===== src/core/iabi_cfg.svh =====
// Constants of the integrating converter bus interface
// Notes on behaviour
// RULE1: Internal counter clock is the oscillator input divided by four.
// RULE2: Every conversion cycle lasts exactly 1280 internal clock periods.
// RULE3: Mode input high gives continuous conversions, low gives on-request.
// RULE4: On request, one conversion per qualified low pulse of convert strobe.
// RULE5: New result is latched and valid when busy falls.
// RULE6: Continuous: result valid 443.5 cycles after busy falls, then cleared; the code clears it after 444.
// RULE7: Host must finish three continuous reads within 443.5 cycles.
// RULE8: Continuous mode ignores byte select and top flag choice.
// RULE9: Continuous order: high byte with sign, low byte, high with overrange.
// RULE10: Continuous byte counter advances on each read strobe rising edge; the code stops advancing it after the third read.
// RULE11: Host returns read strobe high after each byte; selects may stay on.
// RULE12: High byte, flag choice low: bits 14..8 plus sign on top line.
// RULE13: High byte, flag choice high: bits 14..8 plus overrange on top line.
// RULE14: Low byte selected: bits 7..0; flag choice has no effect.
// RULE15: Chip enable low AND chip select high qualify read and convert strobes.
// RULE16: Data lines driven only while selected and read strobe low.
// RULE17: Bus contents during a convert strobe are ignored.
// RULE18: Up to 191 counts beyond full scale, reported with overrange set.
// RULE19: Busy rises in signal integrate, 58 periods before deintegrate start, falls at cycle end, 836 periods high.
// RULE20: On request, bytes readable in any order until next convert pulse.
// RULE21: Phases: 246 zero, 256 signal, 778 reference integrate cycles.
// RULE22: Convert request taken at strobe rising edge; ignored while converting.
// RULE23: Host strobes and selects are synchronised before use.
`ifndef IABI_CFG_SVH
`define IABI_CFG_SVH
`define IABI_OSC_DIV 4
`define IABI_ZI_CYC 246
`define IABI_SI_CYC 256
`define IABI_RI_CYC 778
`define IABI_CONV_CYC 1280
`define IABI_BUSY_CYC 836
`define IABI_HOLD_CYC 443
`define IABI_OVR_MAX 191
`define IABI_FIFO_DEPTH 8
`define IABI_FIFO_WIDTH 17
`endif


===== src/core/iabi_pkg.sv =====
// Types of the integrating converter bus interface
package iabi_pkg;
   typedef enum logic [1:0] {
      IABI_IDLE = 2'b00,
      IABI_ZERO = 2'b01,
      IABI_SIG = 2'b10,
      IABI_REF = 2'b11
   } iabi_phase_type;
endpackage


===== src/core/iabi_fifo.sv =====
// Small flip-flop FIFO with valid/ready on both sides
`timescale 1ns/100ps
module iabi_fifo #(
   parameter int WIDTH = 17,
   parameter int DEPTH = 8
) (
   // Clock and reset
   input wire logic sys_clk_i,
   input wire logic rst_i,
   // Fill side
   input wire logic in_valid_i,
   output logic in_ready_o,
   input wire logic [WIDTH-1:0] in_data_i,
   // Drain side
   output logic out_valid_o,
   input wire logic out_ready_i,
   output logic [WIDTH-1:0] out_data_o
);
   localparam int AW = $clog2(DEPTH);
   logic [WIDTH-1:0] mem_r [DEPTH];
   logic [AW-1:0] wr_r;
   logic [AW-1:0] rd_r;
   logic [AW:0] cnt_r;
   wire push = in_valid_i && in_ready_o;
   wire pop = out_valid_o && out_ready_i;
   assign in_ready_o = (cnt_r != (AW+1)'(DEPTH));
   assign out_valid_o = (cnt_r != '0);
   assign out_data_o = mem_r[rd_r];
   always_ff @(posedge sys_clk_i) begin
      if (push) begin
         mem_r[wr_r] <= in_data_i;
      end
   end
   always_ff @(posedge sys_clk_i) begin
      if (rst_i) begin
         wr_r <= '0;
         rd_r <= '0;
         cnt_r <= '0;
      end else begin
         if (push) begin
            wr_r <= (wr_r == AW'(DEPTH-1)) ? '0 : wr_r + 1'b1;
         end
         if (pop) begin
            rd_r <= (rd_r == AW'(DEPTH-1)) ? '0 : rd_r + 1'b1;
         end
         cnt_r <= cnt_r + (AW+1)'(push) - (AW+1)'(pop);
      end
   end
endmodule


===== src/core/iabi_sync.sv =====
// Two-flop synchroniser for a group of host inputs
`timescale 1ns/100ps
module iabi_sync #(
   parameter int WIDTH = 6
) (
   // Clock and reset
   input wire logic sys_clk_i,
   input wire logic rst_i,
   // Levels
   input wire logic [WIDTH-1:0] async_i,
   output logic [WIDTH-1:0] sync_o
);
   logic [WIDTH-1:0] meta_r;
   always_ff @(posedge sys_clk_i) begin
      if (rst_i) begin
         meta_r <= '0;
         sync_o <= '0;
      end else begin
         meta_r <= async_i;
         sync_o <= meta_r;
      end
   end
endmodule


===== src/core/iabi_top.sv =====
// Control and bus interface of an integrating converter
`timescale 1ns/100ps
`include "iabi_cfg.svh"
module iabi_top
   import iabi_pkg::*;
#(
   parameter int DIV = `IABI_OSC_DIV,
   parameter int ZI_CYC = `IABI_ZI_CYC,
   parameter int SI_CYC = `IABI_SI_CYC,
   parameter int RI_CYC = `IABI_RI_CYC,
   parameter int BUSY_CYC = `IABI_BUSY_CYC,
   parameter int HOLD_CYC = `IABI_HOLD_CYC
) (
   // Clock and reset
   input wire logic sys_clk_i,
   input wire logic rst_i,
   // Mode and byte selection
   input wire logic conversion_mode_select_i,
   input wire logic top_flag_choice_i,
   input wire logic low_byte_sel_i,
   // Host strobes
   input wire logic chip_enable_n_i,
   input wire logic chip_select_i,
   input wire logic read_n_i,
   input wire logic convert_n_i,
   // Comparator result from analog section
   input wire logic [14:0] meas_count_i,
   input wire logic meas_positive_i,
   input wire logic meas_overrange_i,
   // Data bus
   input wire logic [7:0] data_i,
   output logic [7:0] data_o,
   output logic data_oe_o,
   // Status
   output logic busy_o,
   output logic [1:0] phase_o,
   output logic result_valid_o
);
   // ****************************************
   // Input synchronisation
   // ****************************************
   logic [5:0] sync_w;
   iabi_sync #(.WIDTH(6)) u_sync (
      .sys_clk_i(sys_clk_i),
      .rst_i(rst_i),
      .async_i({conversion_mode_select_i, top_flag_choice_i, low_byte_sel_i,
                ~chip_enable_n_i & chip_select_i, read_n_i, convert_n_i}),
      .sync_o(sync_w)
   ); // RULE23
   wire cont_w = sync_w[5];
   wire flag_w = sync_w[4];
   wire low_w = sync_w[3];
   wire sel_w = sync_w[2]; // RULE15
   wire rd_n_w = sync_w[1];
   wire wr_n_w = sync_w[0];

   logic rd_n_d_r;
   logic wr_q_r;
   // Strobe counts only while qualified; bus data is never sampled
   wire rd_rise_w = sel_w && rd_n_w && !rd_n_d_r; // RULE10
   wire wr_rise_w = wr_q_r && wr_n_w; // RULE17 RULE22

   // ****************************************
   // Divide-by-four tick and sequencer
   // ****************************************
   logic [$clog2(DIV)-1:0] div_r;
   wire tick_w = (div_r == ($clog2(DIV))'(DIV-1)); // RULE1
   iabi_phase_type phase_r;
   iabi_phase_type phase_nxt;
   logic [10:0] cnt_r;
   logic busy_r;
   logic [10:0] since_fall_r;
   logic hold_r;

   wire zero_end_w = (cnt_r == 11'(ZI_CYC-1));
   wire sig_end_w = (cnt_r == 11'(SI_CYC-1));
   wire ref_end_w = (cnt_r == 11'(RI_CYC-1));
   wire start_w = (phase_r == IABI_IDLE) && !busy_r && (cont_w || wr_rise_w); // RULE3 RULE4
   wire end_w = tick_w && (phase_r == IABI_REF) && ref_end_w; // RULE2
   // Busy spans the last 836 of the 1280 cycles, so it rises inside the signal phase
   // Limitation: BUSY_CYC must lie between RI_CYC and RI_CYC plus SI_CYC
   localparam int LEAD = BUSY_CYC - RI_CYC;
   wire busy_at_w = (cnt_r == 11'(SI_CYC - LEAD - 1));
   wire busy_set_w = tick_w && (phase_r == IABI_SIG) && busy_at_w; // RULE19
   // Continuous data discarded on the same tick as the next busy rise
   wire expire_w = hold_r && cont_w && tick_w && (since_fall_r == 11'(HOLD_CYC)); // RULE6

   always_comb begin
      phase_nxt = phase_r;
      case (phase_r)
         IABI_IDLE: phase_nxt = start_w ? IABI_ZERO : IABI_IDLE;
         IABI_ZERO: phase_nxt = (tick_w && zero_end_w) ? IABI_SIG : IABI_ZERO; // RULE21
         IABI_SIG: phase_nxt = (tick_w && sig_end_w) ? IABI_REF : IABI_SIG;
         IABI_REF: begin
            if (end_w) begin
               phase_nxt = cont_w ? IABI_ZERO : IABI_IDLE; // RULE3
            end
         end
         default: phase_nxt = IABI_IDLE;
      endcase
   end

   always_ff @(posedge sys_clk_i) begin
      if (rst_i) begin
         div_r <= '0;
         phase_r <= IABI_IDLE;
         cnt_r <= '0;
         rd_n_d_r <= 1'b1;
         wr_q_r <= 1'b0;
      end else begin
         div_r <= (phase_r == IABI_IDLE) ? '0 : (tick_w ? '0 : div_r + 1'b1);
         phase_r <= phase_nxt;
         if (phase_r != phase_nxt || phase_r == IABI_IDLE) begin
            cnt_r <= '0;
         end else if (tick_w) begin
            cnt_r <= cnt_r + 11'h001;
         end
         rd_n_d_r <= rd_n_w;
         // Request armed by a qualified low level, ignored outside the idle phase
         wr_q_r <= sel_w && !wr_n_w && phase_r == IABI_IDLE; // RULE22
      end
   end

   // ****************************************
   // Result latch and byte counter
   // ****************************************
   logic [14:0] mag_r;
   logic pos_r;
   logic ovr_r;
   logic [1:0] byte_r;
   logic [16:0] res_w;
   logic res_valid_w;
   // Result word queued at conversion end; drained at once into the latch
   iabi_fifo #(.WIDTH(`IABI_FIFO_WIDTH), .DEPTH(`IABI_FIFO_DEPTH)) u_fifo (
      .sys_clk_i(sys_clk_i),
      .rst_i(rst_i),
      .in_valid_i(end_w),
      .in_ready_o(),
      .in_data_i({meas_overrange_i, meas_positive_i, meas_count_i}),
      .out_valid_o(res_valid_w),
      .out_ready_i(1'b1),
      .out_data_o(res_w)
   );
   always_ff @(posedge sys_clk_i) begin
      if (rst_i) begin
         mag_r <= 15'h0000;
         pos_r <= 1'b0;
         ovr_r <= 1'b0;
      end else if (res_valid_w) begin
         // Overrange keeps only the low byte count
         mag_r <= res_w[16] ? {7'h00, res_w[7:0]} : res_w[14:0]; // RULE5 RULE18
         pos_r <= res_w[15];
         ovr_r <= res_w[16];
      end
   end
   always_ff @(posedge sys_clk_i) begin
      if (rst_i) begin
         busy_r <= 1'b0;
         hold_r <= 1'b0;
         since_fall_r <= '0;
         byte_r <= 2'h0;
      end else begin
         if (busy_set_w) begin
            busy_r <= 1'b1;
         end else if (end_w) begin
            busy_r <= 1'b0;
         end
         if (end_w) begin
            hold_r <= 1'b1;
            since_fall_r <= '0;
            byte_r <= 2'h0;
         end else begin
            if (tick_w && hold_r) begin
               since_fall_r <= since_fall_r + 11'h001;
            end
            if (expire_w) begin
               hold_r <= 1'b0;
               byte_r <= 2'h0;
            end else if (!cont_w && wr_rise_w) begin
               hold_r <= 1'b0; // RULE20
            end else if (cont_w && rd_rise_w && byte_r != 2'h3) begin
               byte_r <= byte_r + 2'h1; // RULE10
            end
         end
      end
   end

   // ****************************************
   // Bus output selection
   // ****************************************
   wire [7:0] hi_pol_w = {pos_r, mag_r[14:8]}; // RULE12
   wire [7:0] hi_ovr_w = {ovr_r, mag_r[14:8]}; // RULE13
   wire [7:0] lo_w = mag_r[7:0]; // RULE14
   // Mode selection overrides both select pins in continuous mode
   wire [7:0] cont_byte_w = (byte_r == 2'h1) ? lo_w :
                            (byte_r == 2'h0) ? hi_pol_w : hi_ovr_w; // RULE8 RULE9
   wire [7:0] dem_byte_w = low_w ? lo_w : (flag_w ? hi_ovr_w : hi_pol_w);
   wire drive_w = sel_w && !rd_n_w; // RULE16

   always_ff @(posedge sys_clk_i) begin
      if (rst_i) begin
         data_o <= 8'h00;
         data_oe_o <= 1'b0;
         busy_o <= 1'b0;
         phase_o <= 2'h0;
         result_valid_o <= 1'b0;
      end else begin
         data_o <= cont_w ? cont_byte_w : dem_byte_w;
         data_oe_o <= drive_w;
         busy_o <= busy_r;
         phase_o <= phase_r;
         result_valid_o <= hold_r && !busy_r;
      end
   end
endmodule


===== config.mk =====
export PLATFORM = sky130hd
export DESIGN_NAME = iabi_top
export DESIGN_NICKNAME = d
export VERILOG_FILES = /design/src/core/iabi_pkg.sv /design/src/core/iabi_fifo.sv /design/src/core/iabi_sync.sv /design/src/core/iabi_top.sv
export VERILOG_INCLUDE_DIRS = /design/src /design/src/core
export SDC_FILE = /design/constraint.sdc
export NUM_CORES = 1
export LEC_CHECK = 0
export BUFFER_PORTS_ARGS = -buffer_cell sky130_fd_sc_hd__buf_2
export CORE_MARGIN = 2
export CORE_UTILIZATION = 60
export DETAILED_ROUTE_END_ITERATION = 7
export PLACE_DENSITY = 0.85
export REMOVE_ABC_BUFFERS = 1
export SETUP_SLACK_MARGIN = 0.1
export SLEW_MARGIN = 20
export SYNTH_ARGS = -nofsm -noshare
export SYNTH_HDL_FRONTEND = slang
export SYNTH_HIERARCHICAL = 1
export SYNTH_SLANG_ARGS = --single-unit

===== constraint.sdc =====
create_clock -name sys_clk_i -period 3.75 [get_ports sys_clk_i]
set_input_delay 0.75 -clock sys_clk_i [delete_from_list [all_inputs] [get_ports sys_clk_i]]
set_output_delay 0.75 -clock sys_clk_i [all_outputs]
set_load 0.02 [all_outputs]

# == Word level (Yosys, flattened, before mapping) ==
# Memory sizes are Yosys's and may differ from the RTL's. A register that Yosys moved wholly into a read port is not among the register bits.
# Index checks and enable logic that the tools add are counted.
# word_totals
reg_bits,84
ram_bits,136
in_bits,34
n_memories,1
# mem_list
name,depth,width,rd,rd_clocked_by_memory_dff,wr,line_no,text
u_fifo.mem_r,8,17,1,1,1,iabi_fifo.sv:20,logic [WIDTH-1:0] mem_r [DEPTH];
# classes
add_sub_neg,8
eq_ne,15
muxes,23
n_bitwise,3
n_reduce_logical,40
# ops
cell,n
8-bit 2-to-1 mux,5
11-bit by 8-bit equality test with 1-bit output (second input constant),3
1-bit logical AND,23
11-bit by 1-bit adder with 11-bit output (second input constant),2
15-bit 2-to-1 mux,1
3-bit 2-to-1 mux,4
11-bit by 10-bit equality test with 1-bit output (second input constant),1
11-bit by 9-bit equality test with 1-bit output (second input constant),1
1-bit 2-to-1 mux,10
2-bit case mux with 4 select lines,1
3-bit by 1-bit adder with 3-bit output (second input constant),2
2-bit equality test (second input constant),3
3-bit equality test (second input constant),2
3-bit OR reduction,2
1-bit logical NOT,5
2-bit by 1-bit adder with 2-bit output (second input constant),2
4-bit by 1-bit adder with 4-bit output,1
2-bit by 1-bit equality test with 1-bit output (second input constant),2
2-bit logical NOT,2
2-bit 2-to-1 mux,2
4-bit != test (second input constant),1
4-bit nonzero test,1
2-bit OR reduction,2
4-bit by 1-bit subtractor with 4-bit output,1
other kinds (8),10

# == Logic depth before layout (Yosys ltp) ==
# Gate-level depths: netlist of run 1.
# depth
word_depth,8
depth_mapped,11

# == By module ==
# Netlist of run 1, hierarchy kept.
# by_module_without_submodules
mod,instances,cells_per_inst,area_per_inst_um2,seq_area_each_um2
iabi_fifo,1,273,5916.9,4344.2
iabi_top,1,285,2648.8,1241.2
iabi_sync,1,25,366.6,240.2

# == Worst setup path after synthesis of run 1 ==
# No wires, ideal clock.
# synth_path
path_kind,reg-to-reg
from,register cnt_r[0] (netlist name)
to,"memory u_fifo.mem_r[0][0], enable pin"
setup_time_ns,0.435
arrival_ns,2.878
path_slack_ns,0.437
path_stages_with_launch,6
synth_period_minus_slack_ns,3.313
cell_sequence,dfxtp_1 > ha_1 > nor4b_1 > and4_1 > nand2_2 > nor4_1
# synth_rtl
item,line_no
end: declaration,iabi_fifo.sv:20

# == Worst setup path after layout of run 1 ==
# layout_path
from,register div_r[0]
to,register u_fifo.cnt_r[2]
# layout_between
elab_chain_cells,6
# layout_lines
item,line_no,text
start: declaration,iabi_top.sv:66,logic [$clog2(DIV)-1:0] div_r;
start signal: assignment,iabi_top.sv:111,div_r <= (phase_r == IABI_IDLE) ? '0 : (tick_w ? '0 : div_r + 1'b1);
2-bit equality test,iabi_top.sv:67,wire tick_w = (div_r == ($clog2(DIV))'(DIV-1));
1-bit logical AND (2 in series),iabi_top.sv:79,wire end_w = tick_w && (phase_r == IABI_REF) && ref_end_w;
via end_w,iabi_top.sv:79,
1-bit logical AND,iabi_fifo.sv:24,wire push = in_valid_i && in_ready_o;
4-bit by 1-bit adder with 4-bit output,iabi_fifo.sv:46,cnt_r <= cnt_r + (AW+1)'(push) - (AW+1)'(pop);
4-bit by 1-bit subtractor with 4-bit output,iabi_fifo.sv:46,
end signal: assignment,iabi_fifo.sv:46,
end: declaration,iabi_fifo.sv:23,logic [AW:0] cnt_r;
# The timed path passes the listed nets, and every way through them passes these cells.
# A chain may end at the register's enable or synchronous reset.

==> reports/metrics.yaml, run 1 <==
run_status:
  status: "completed"
sta:
  tightest_slew_ns: 0.654
  slew_headroom_pct: 56.3
  worst_clock_skew_ns: 0.0176
  hold_violations: 0
  slew_viol_final: 0
  finalCritPeriodShare_pct: 73.3
  grt_setup_unrepaired: "false"
  final-setup-viol-count: 0
  setup_slack_ns: 1.00
  fin_crit_ns: 2.75
  fin_tns_setup_ns: 0
  fmax_mhz: 364
setup_path:
  crit_type: "reg -> reg"
  cp.required_ns: 4.13
  arrival_ns: 3.13
  endpoint_kind: "register"
  crit_path_start_kind: "register"
  critical_path.max_fanout: 15
pwr:
  p_comb_share_pct: 14.4
  vdd.ir_drop.worst_v: 0.000737
  power_leakage_nw: 3.64
  p_int_mw: 4.46
  p_sw_mw: 1.43
  p_sw_share_pct: 24.3
  p_seq_share_pct: 47.5
  clkPwrFrac_pct: 38.0
  p_per_area_nw_per_um2: 584
cells_and_area:
  fill_cells: 956
  layout-drive-gt1-share_pct: 22.8
  syn_to_final_growth_pct: 13.0
  nets: 685
  diodes: 0
  multiInputGateArea_um2: 2940
  seq_area_um2: 5830
detailed_routing:
  dr.pass1.iters: 5
  drc: 0
  first_iter_violations: 431
  num_vias: 4926
  routed_wl_mm: 16.5
  wl_per_cell_um: 19.8
  final_antenna_net_count: 0
  viasPerCell: 5.91
clocking:
  cts_tree: "yes"
  cts_buffers: 22
  cts_resized: 0
  clkTransAtPathRegs_ns: 0.06
  htreeDepth: 1
  cts_buffer_depth: 3
  clock_latency_ns: 0.52
  postCtsSetupBuffers: 0
  cts_hold_buf: 0
  cts_root_buf: "clkbuf_16"
  cts.sinks: 223
logic_synthesis:
  netlist_instances: 583
  synth_top_area_share_pct: 45.7
  yosysUniqueCellTypes: 51
  synthFlopType: "edfxtp_1"
  synth_common_cells: "edfxtp_1 (136), dfxtp_1 (87), nor2_1 (51)"
  avgSynthCellArea_um2: 15.3
  yosys-top-cells-area: "edfxtp_1 (46%), dfxtp_1 (19%), mux4_1 (7.1%), mux2i_1 (2.9%), mux4_2 (2.5%)"
  ys_warn_count: 6
  synth_most_common_cell: "edfxtp_1"
  yosysSeqAreaShare_pct: 65.2
  async_flop_share_pct: 0
  yosysTopAreaCell: "edfxtp_1"
  synth-seq-cells: 223
  synth_edf_count: 136
  syn-cell-area_um2: 8930
global_route:
  overflow: 0
  grt_pass1_vias: 4994
  grt_start_max_net_pins: 42
  track_usage_pct: 21.0
  grt_pass1_wl_mm: 26.0
  antenna_found_initial: 0
die:
  dieArea_um2: 15900
  start_util_pct: 61.5
  ios: 47
  die-width_um: 126
  coreArea_um2: 14500
  row_count: 44
  die_h_um: 126
flow_run:
  cap_viol_max_count: 0
placed_design:
  place_ws_ns: 1.01
  hpwl_mm: 9.72
  place.gp.congestion: 0.789
  portBuffers: 38
hold_path:
  hp-class: "reg -> reg"
layout by cell type, fill, tap and decap left out, drive strengths merged, types with 3 or more instances in the layout:
cell type,netlist,final
nor2,51,51
o21ai,6,6
nand4,9,9
clkbuf,13,28
nor3,19,19
mux2,18,18
and4,5,5
nor4,5,5
inv,11,11
xor2,14,14
xnor2,7,7
nand2b,14,14
a21oi,12,12
edfxtp,136,136
nor2b,24,24
mux4,34,34
nand3,12,12
mux2i,26,26
and2,3,3
clkinv,0,9
and3,4,4
buf,14,52
nand2,15,15
or3b,3,3
ha,17,17
dfxtp,87,87
metal layers:
metal,track usage (%),up-vias,wire [um]
li1,-,2286,-
met1,26.0,2452,6530
met2,37.6,153,8560
met3,3.70,35,941
met4,6.53,0,470
met5,0,-,0
cell type report:
cell class | instances | area share [%]
Multi-Input combinational cell | 323 | 29.1
Tap cell | 184 | 2.28
Sequential cell | 223 | 57.7
Clock inverter | 12 | 1.35
Inverter | 11 | 0.409
Clock buffer | 28 | 6.18
Timing Repair Buffer | 52 | 2.93
final timing paths:
path	from	end	slack [ns]	cells past startpoint
worst max register to register	div_r[0]	u_fifo/cnt_r[2]	1.00	10
worst max-delay path	div_r[0]	u_fifo/cnt_r[2]	1.00	10
worst min register to register	u_sync/meta_r[4]	u_sync/sync_o[4]	0.43	1
worst min-delay path	u_sync/meta_r[4]	u_sync/sync_o[4]	0.43	1
logic make-up (layout without fill, tap and decap cells):
logic type / Yosys count / after routing / share of synthesized area [%]
AND/OR/NAND/NOR: 180 / 180 / 11.5
other: 1 / 2 / 0.0420
flip-flops: 223 / 223 / 65.2
multiplexers: 78 / 78 / 14.8
buffers and inverters: 38 / 103 / 2.20
XOR/XNOR: 21 / 21 / 2.06
adder cells (fa/ha/maj): 18 / 18 / 2.61
AO/OA/AOI/OAI: 24 / 24 / 1.62
critical path: stages, from the launching register on:
cell,delay [ns]
dfxtp_1,0.34
ha_1,0.44
nor2b_1,0.21
and4_1,0.29
nand2_2,0.20
ha_1,0.34
inv_1,0.04
ha_1,0.20
fa_1,0.38
xnor2_1,0.14
nor2_1,0.05
sequential cells by signal (all words and copies together), names as in the netlist, 4 cells and up, named ones only:
signal,flops
u_sync/sync_o,6
u_fifo/mem_r,136
u_sync/meta_r,6
since_fall_r,11
mag_r,15
cnt_r,11
data_o,8
u_fifo/cnt_r,4
through the flow:
step           cell area (um2)  total power, mW  cells  hold WS, ns  util, %
3_3_place_gp              9330             3.64    793        0.414     64.2
5_1_grt                  10100             6.11    833        0.454     69.5
3_5_place_dp              9330             3.69    793        0.424     64.2
4_1_cts                  10100             5.93    833        0.438     69.5
2_1_floorplan             8780             3.44    557        0.404        -
6_report                 10100             5.89    833        0.435     69.5
power groups by stage:
stage / combinational (mW) / clock (mW) / sequential, mW
final: 0.851 / 2.24 / 2.80
after global routing: 0.922 / 2.38 / 2.81
after CTS: 0.853 / 2.28 / 2.80
after detailed placement: 0.842 / 0 / 2.85
after global placement: 0.799 / 0 / 2.84
after floorplan: 0.557 / 0 / 2.89
Power figures use the tool's default switching activity.
==> run 2: changes to the inputs <==
--- a/config.mk
+++ b/config.mk
@@ -8,9 +8,9 @@
 export LEC_CHECK = 0
 export BUFFER_PORTS_ARGS = -buffer_cell sky130_fd_sc_hd__buf_2
 export CORE_MARGIN = 2
-export CORE_UTILIZATION = 60
+export CORE_UTILIZATION = 55
 export DETAILED_ROUTE_END_ITERATION = 7
-export PLACE_DENSITY = 0.85
+export PLACE_DENSITY = 0.83
 export REMOVE_ABC_BUFFERS = 1
 export SETUP_SLACK_MARGIN = 0.1
 export SLEW_MARGIN = 20
==> constraint.sdc (replaced) <==
create_clock -name sys_clk_i -period 2.3 [get_ports sys_clk_i]
set_input_delay 0.46 -clock sys_clk_i [delete_from_list [all_inputs] [get_ports sys_clk_i]]
set_output_delay 0.46 -clock sys_clk_i [all_outputs]
set_load 0.02 [all_outputs]
==> reports/metrics.yaml, run 2 (synthesis results as in run 1) <==
run_status:
  status: "completed"
setup_path:
  critical_path.max_fanout: 2
  critPathBufInv: 2
  cp.required_ns: 2.75
  crit_type: "reg -> reg"
  crit_path_start_kind: "register"
  path_cells: "inv_2, ha_4, or3b_4, and2_4, ha_4, inv_2, ha_4, fa_2, nor2b_1"
  critPathMaxStageDelay_ns: 0.50
  endpoint_kind: "register"
  cpMaxStageDelayCell: "fa_2"
  crit_top_cell: "ha_4"
  crit_family: "adder cells"
  arrival_ns: 2.65
detailed_routing:
  viasPerCell: 5.64
  final_antenna_net_count: 0
  wl_per_cell_um: 19.4
  dr.pass1.iters: 4
  num_vias: 5063
  drc: 0
  routed_wl_mm: 17.5
  first_iter_violations: 308
global_route:
  grt_start_max_net_pins: 67
  antenna_found_initial: 0
  overflow: 0
  use_met3_pct: 3.28
  use_met2_pct: 35.0
  grt_pass1_vias: 5264
  met1_usage_pct: 25.1
  busiest_layer: "met2"
  grt_pass1_wl_mm: 27.2
  track_usage_pct: 19.8
cells_and_area:
  fill_cells: 1093
  seq_area_um2: 5840
  syn_to_final_growth_pct: 19.3
  mostFrequentLayoutCells: "edfxtp_1 (136), dfxtp_1 (79), nor2_1 (50)"
  finalNonFillerCells: 898
  top_regs: "u_fifo/mem_r: 136 flops, mag_r: 15 flops"
  post-route-util_pct: 67.1
  layout-drive-gt1-share_pct: 30.2
  diodes: 0
  multiInputGateArea_um2: 3070
  nets: 717
  largest_reg_flops: 136
  regMostFlops: "u_fifo/mem_r"
  final_common_cell: "edfxtp_1"
die:
  ios: 47
  dieArea_um2: 17300
  row_count: 46
  start_util_pct: 56.2
  coreArea_um2: 15900
  die_h_um: 131
  die-width_um: 131
clocking:
  cts_tree: "yes"
  clock_latency_ns: 0.53
  cts_root_buf: "clkbuf_16"
  clkTransAtPathRegs_ns: 0.06
  htreeDepth: 1
  cts.sinks: 223
  cts_buffers: 23
  cts_hold_buf: 0
  cts_buffer_depth: 3
sta:
  hold_violations: 0
  fin_crit_ns: 2.21
  grt_setup_unrepaired: "true"
  final-setup-viol-count: 0
  slew_viol_final: 0
  fmax_mhz: 454
  setup_slack_ns: 0.0950
  worst_clock_skew_ns: 0.0198
  finalCritPeriodShare_pct: 95.9
placed_design:
  dpl.cell_count: 851
  portBuffers: 38
  hpwl_mm: 10.2
  place.gp.congestion: 0.843
  place_ws_ns: -0.117
hold_path:
  hp-class: "in -> reg"
pwr:
  p_int_mw: 7.61
  p_per_area_nw_per_um2: 946
  p_sw_mw: 2.47
  p_sw_share_pct: 24.5
  p_comb_share_pct: 15.9
  clkPwrFrac_pct: 38.4
  vdd.ir_drop.worst_v: 0.000712
  power_leakage_nw: 3.87
  p_seq_share_pct: 45.7
flow_run:
  cap_viol_max_count: 0
## run 2: changes by cell type in the layout (fill, tap and decap cells not counted), sizes merged
cell | previous run | this run
clkbuf | 28 | 33
buf | 52 | 83
clkinv | 9 | 4
inv | 11 | 13
## run 2: final timing paths
check	depth (start not counted)	to	startpoint	slack, ns
setup reg to reg	9	u_fifo/cnt_r[1]	u_fifo/cnt_r[3]	0.09
setup / recovery	9	u_fifo/cnt_r[1]	u_fifo/cnt_r[3]	0.09
hold / removal	2	u_sync/meta_r[4]	top_flag_choice_i	0.16
hold reg to reg	1	div_r[0]	div_r[0]	0.44
## run 2: cell type report
class | count | share of cell area (%)
flip-flops and latches | 223 | 54.8
multi-input cells | 323 | 28.8
clock buffers | 33 | 6.52
repair buffers | 83 | 5.81
well taps | 216 | 2.54
clock inverters | 9 | 1.12
inverters | 11 | 0.388
## run 2: power by group through the flow
stage	registers [mW]	clock network, mW	logic, mW
3_3_place_gp	4.66	0	1.35
5_1_grt	4.63	4.07	1.74
4_1_cts	4.60	3.93	1.52
2_1_floorplan	4.70	0	0.908
6_report	4.61	3.87	1.60
3_5_place_dp	4.67	0	1.41
## run 2: timing repair
item                       CTS  global route
hold endpoints to repair     0             0
buffers inserted             2             3
gates resized for setup     25            12
setup endpoints to repair   52           114
pin swaps                    7             6
## run 2: metal layers
layer / wire [um] / up-vias / share of wire, %
met2: 8980 / 138 / 51
met5: 0 / - / 0
met1: 7110 / 2524 / 41
li1: - / 2360 / -
met4: 548 / 0 / 3.1
met3: 824 / 41 / 4.7
## run 2: stage by stage
step | setup TNS [ns] | hold WS (ns) | cell area [um2] | power [mW]
2_1_floorplan | -68.16 | 0.404 | 8780 | 5.61
3_3_place_gp | -0.0981 | 0.414 | 9660 | 6.01
3_5_place_dp | -0.191 | 0.428 | 9660 | 6.08
4_1_cts | 0 | 0.152 | 10600 | 10.1
5_1_grt | 0 | 0.158 | 10700 | 10.4
6_report | 0 | 0.160 | 10700 | 10.1
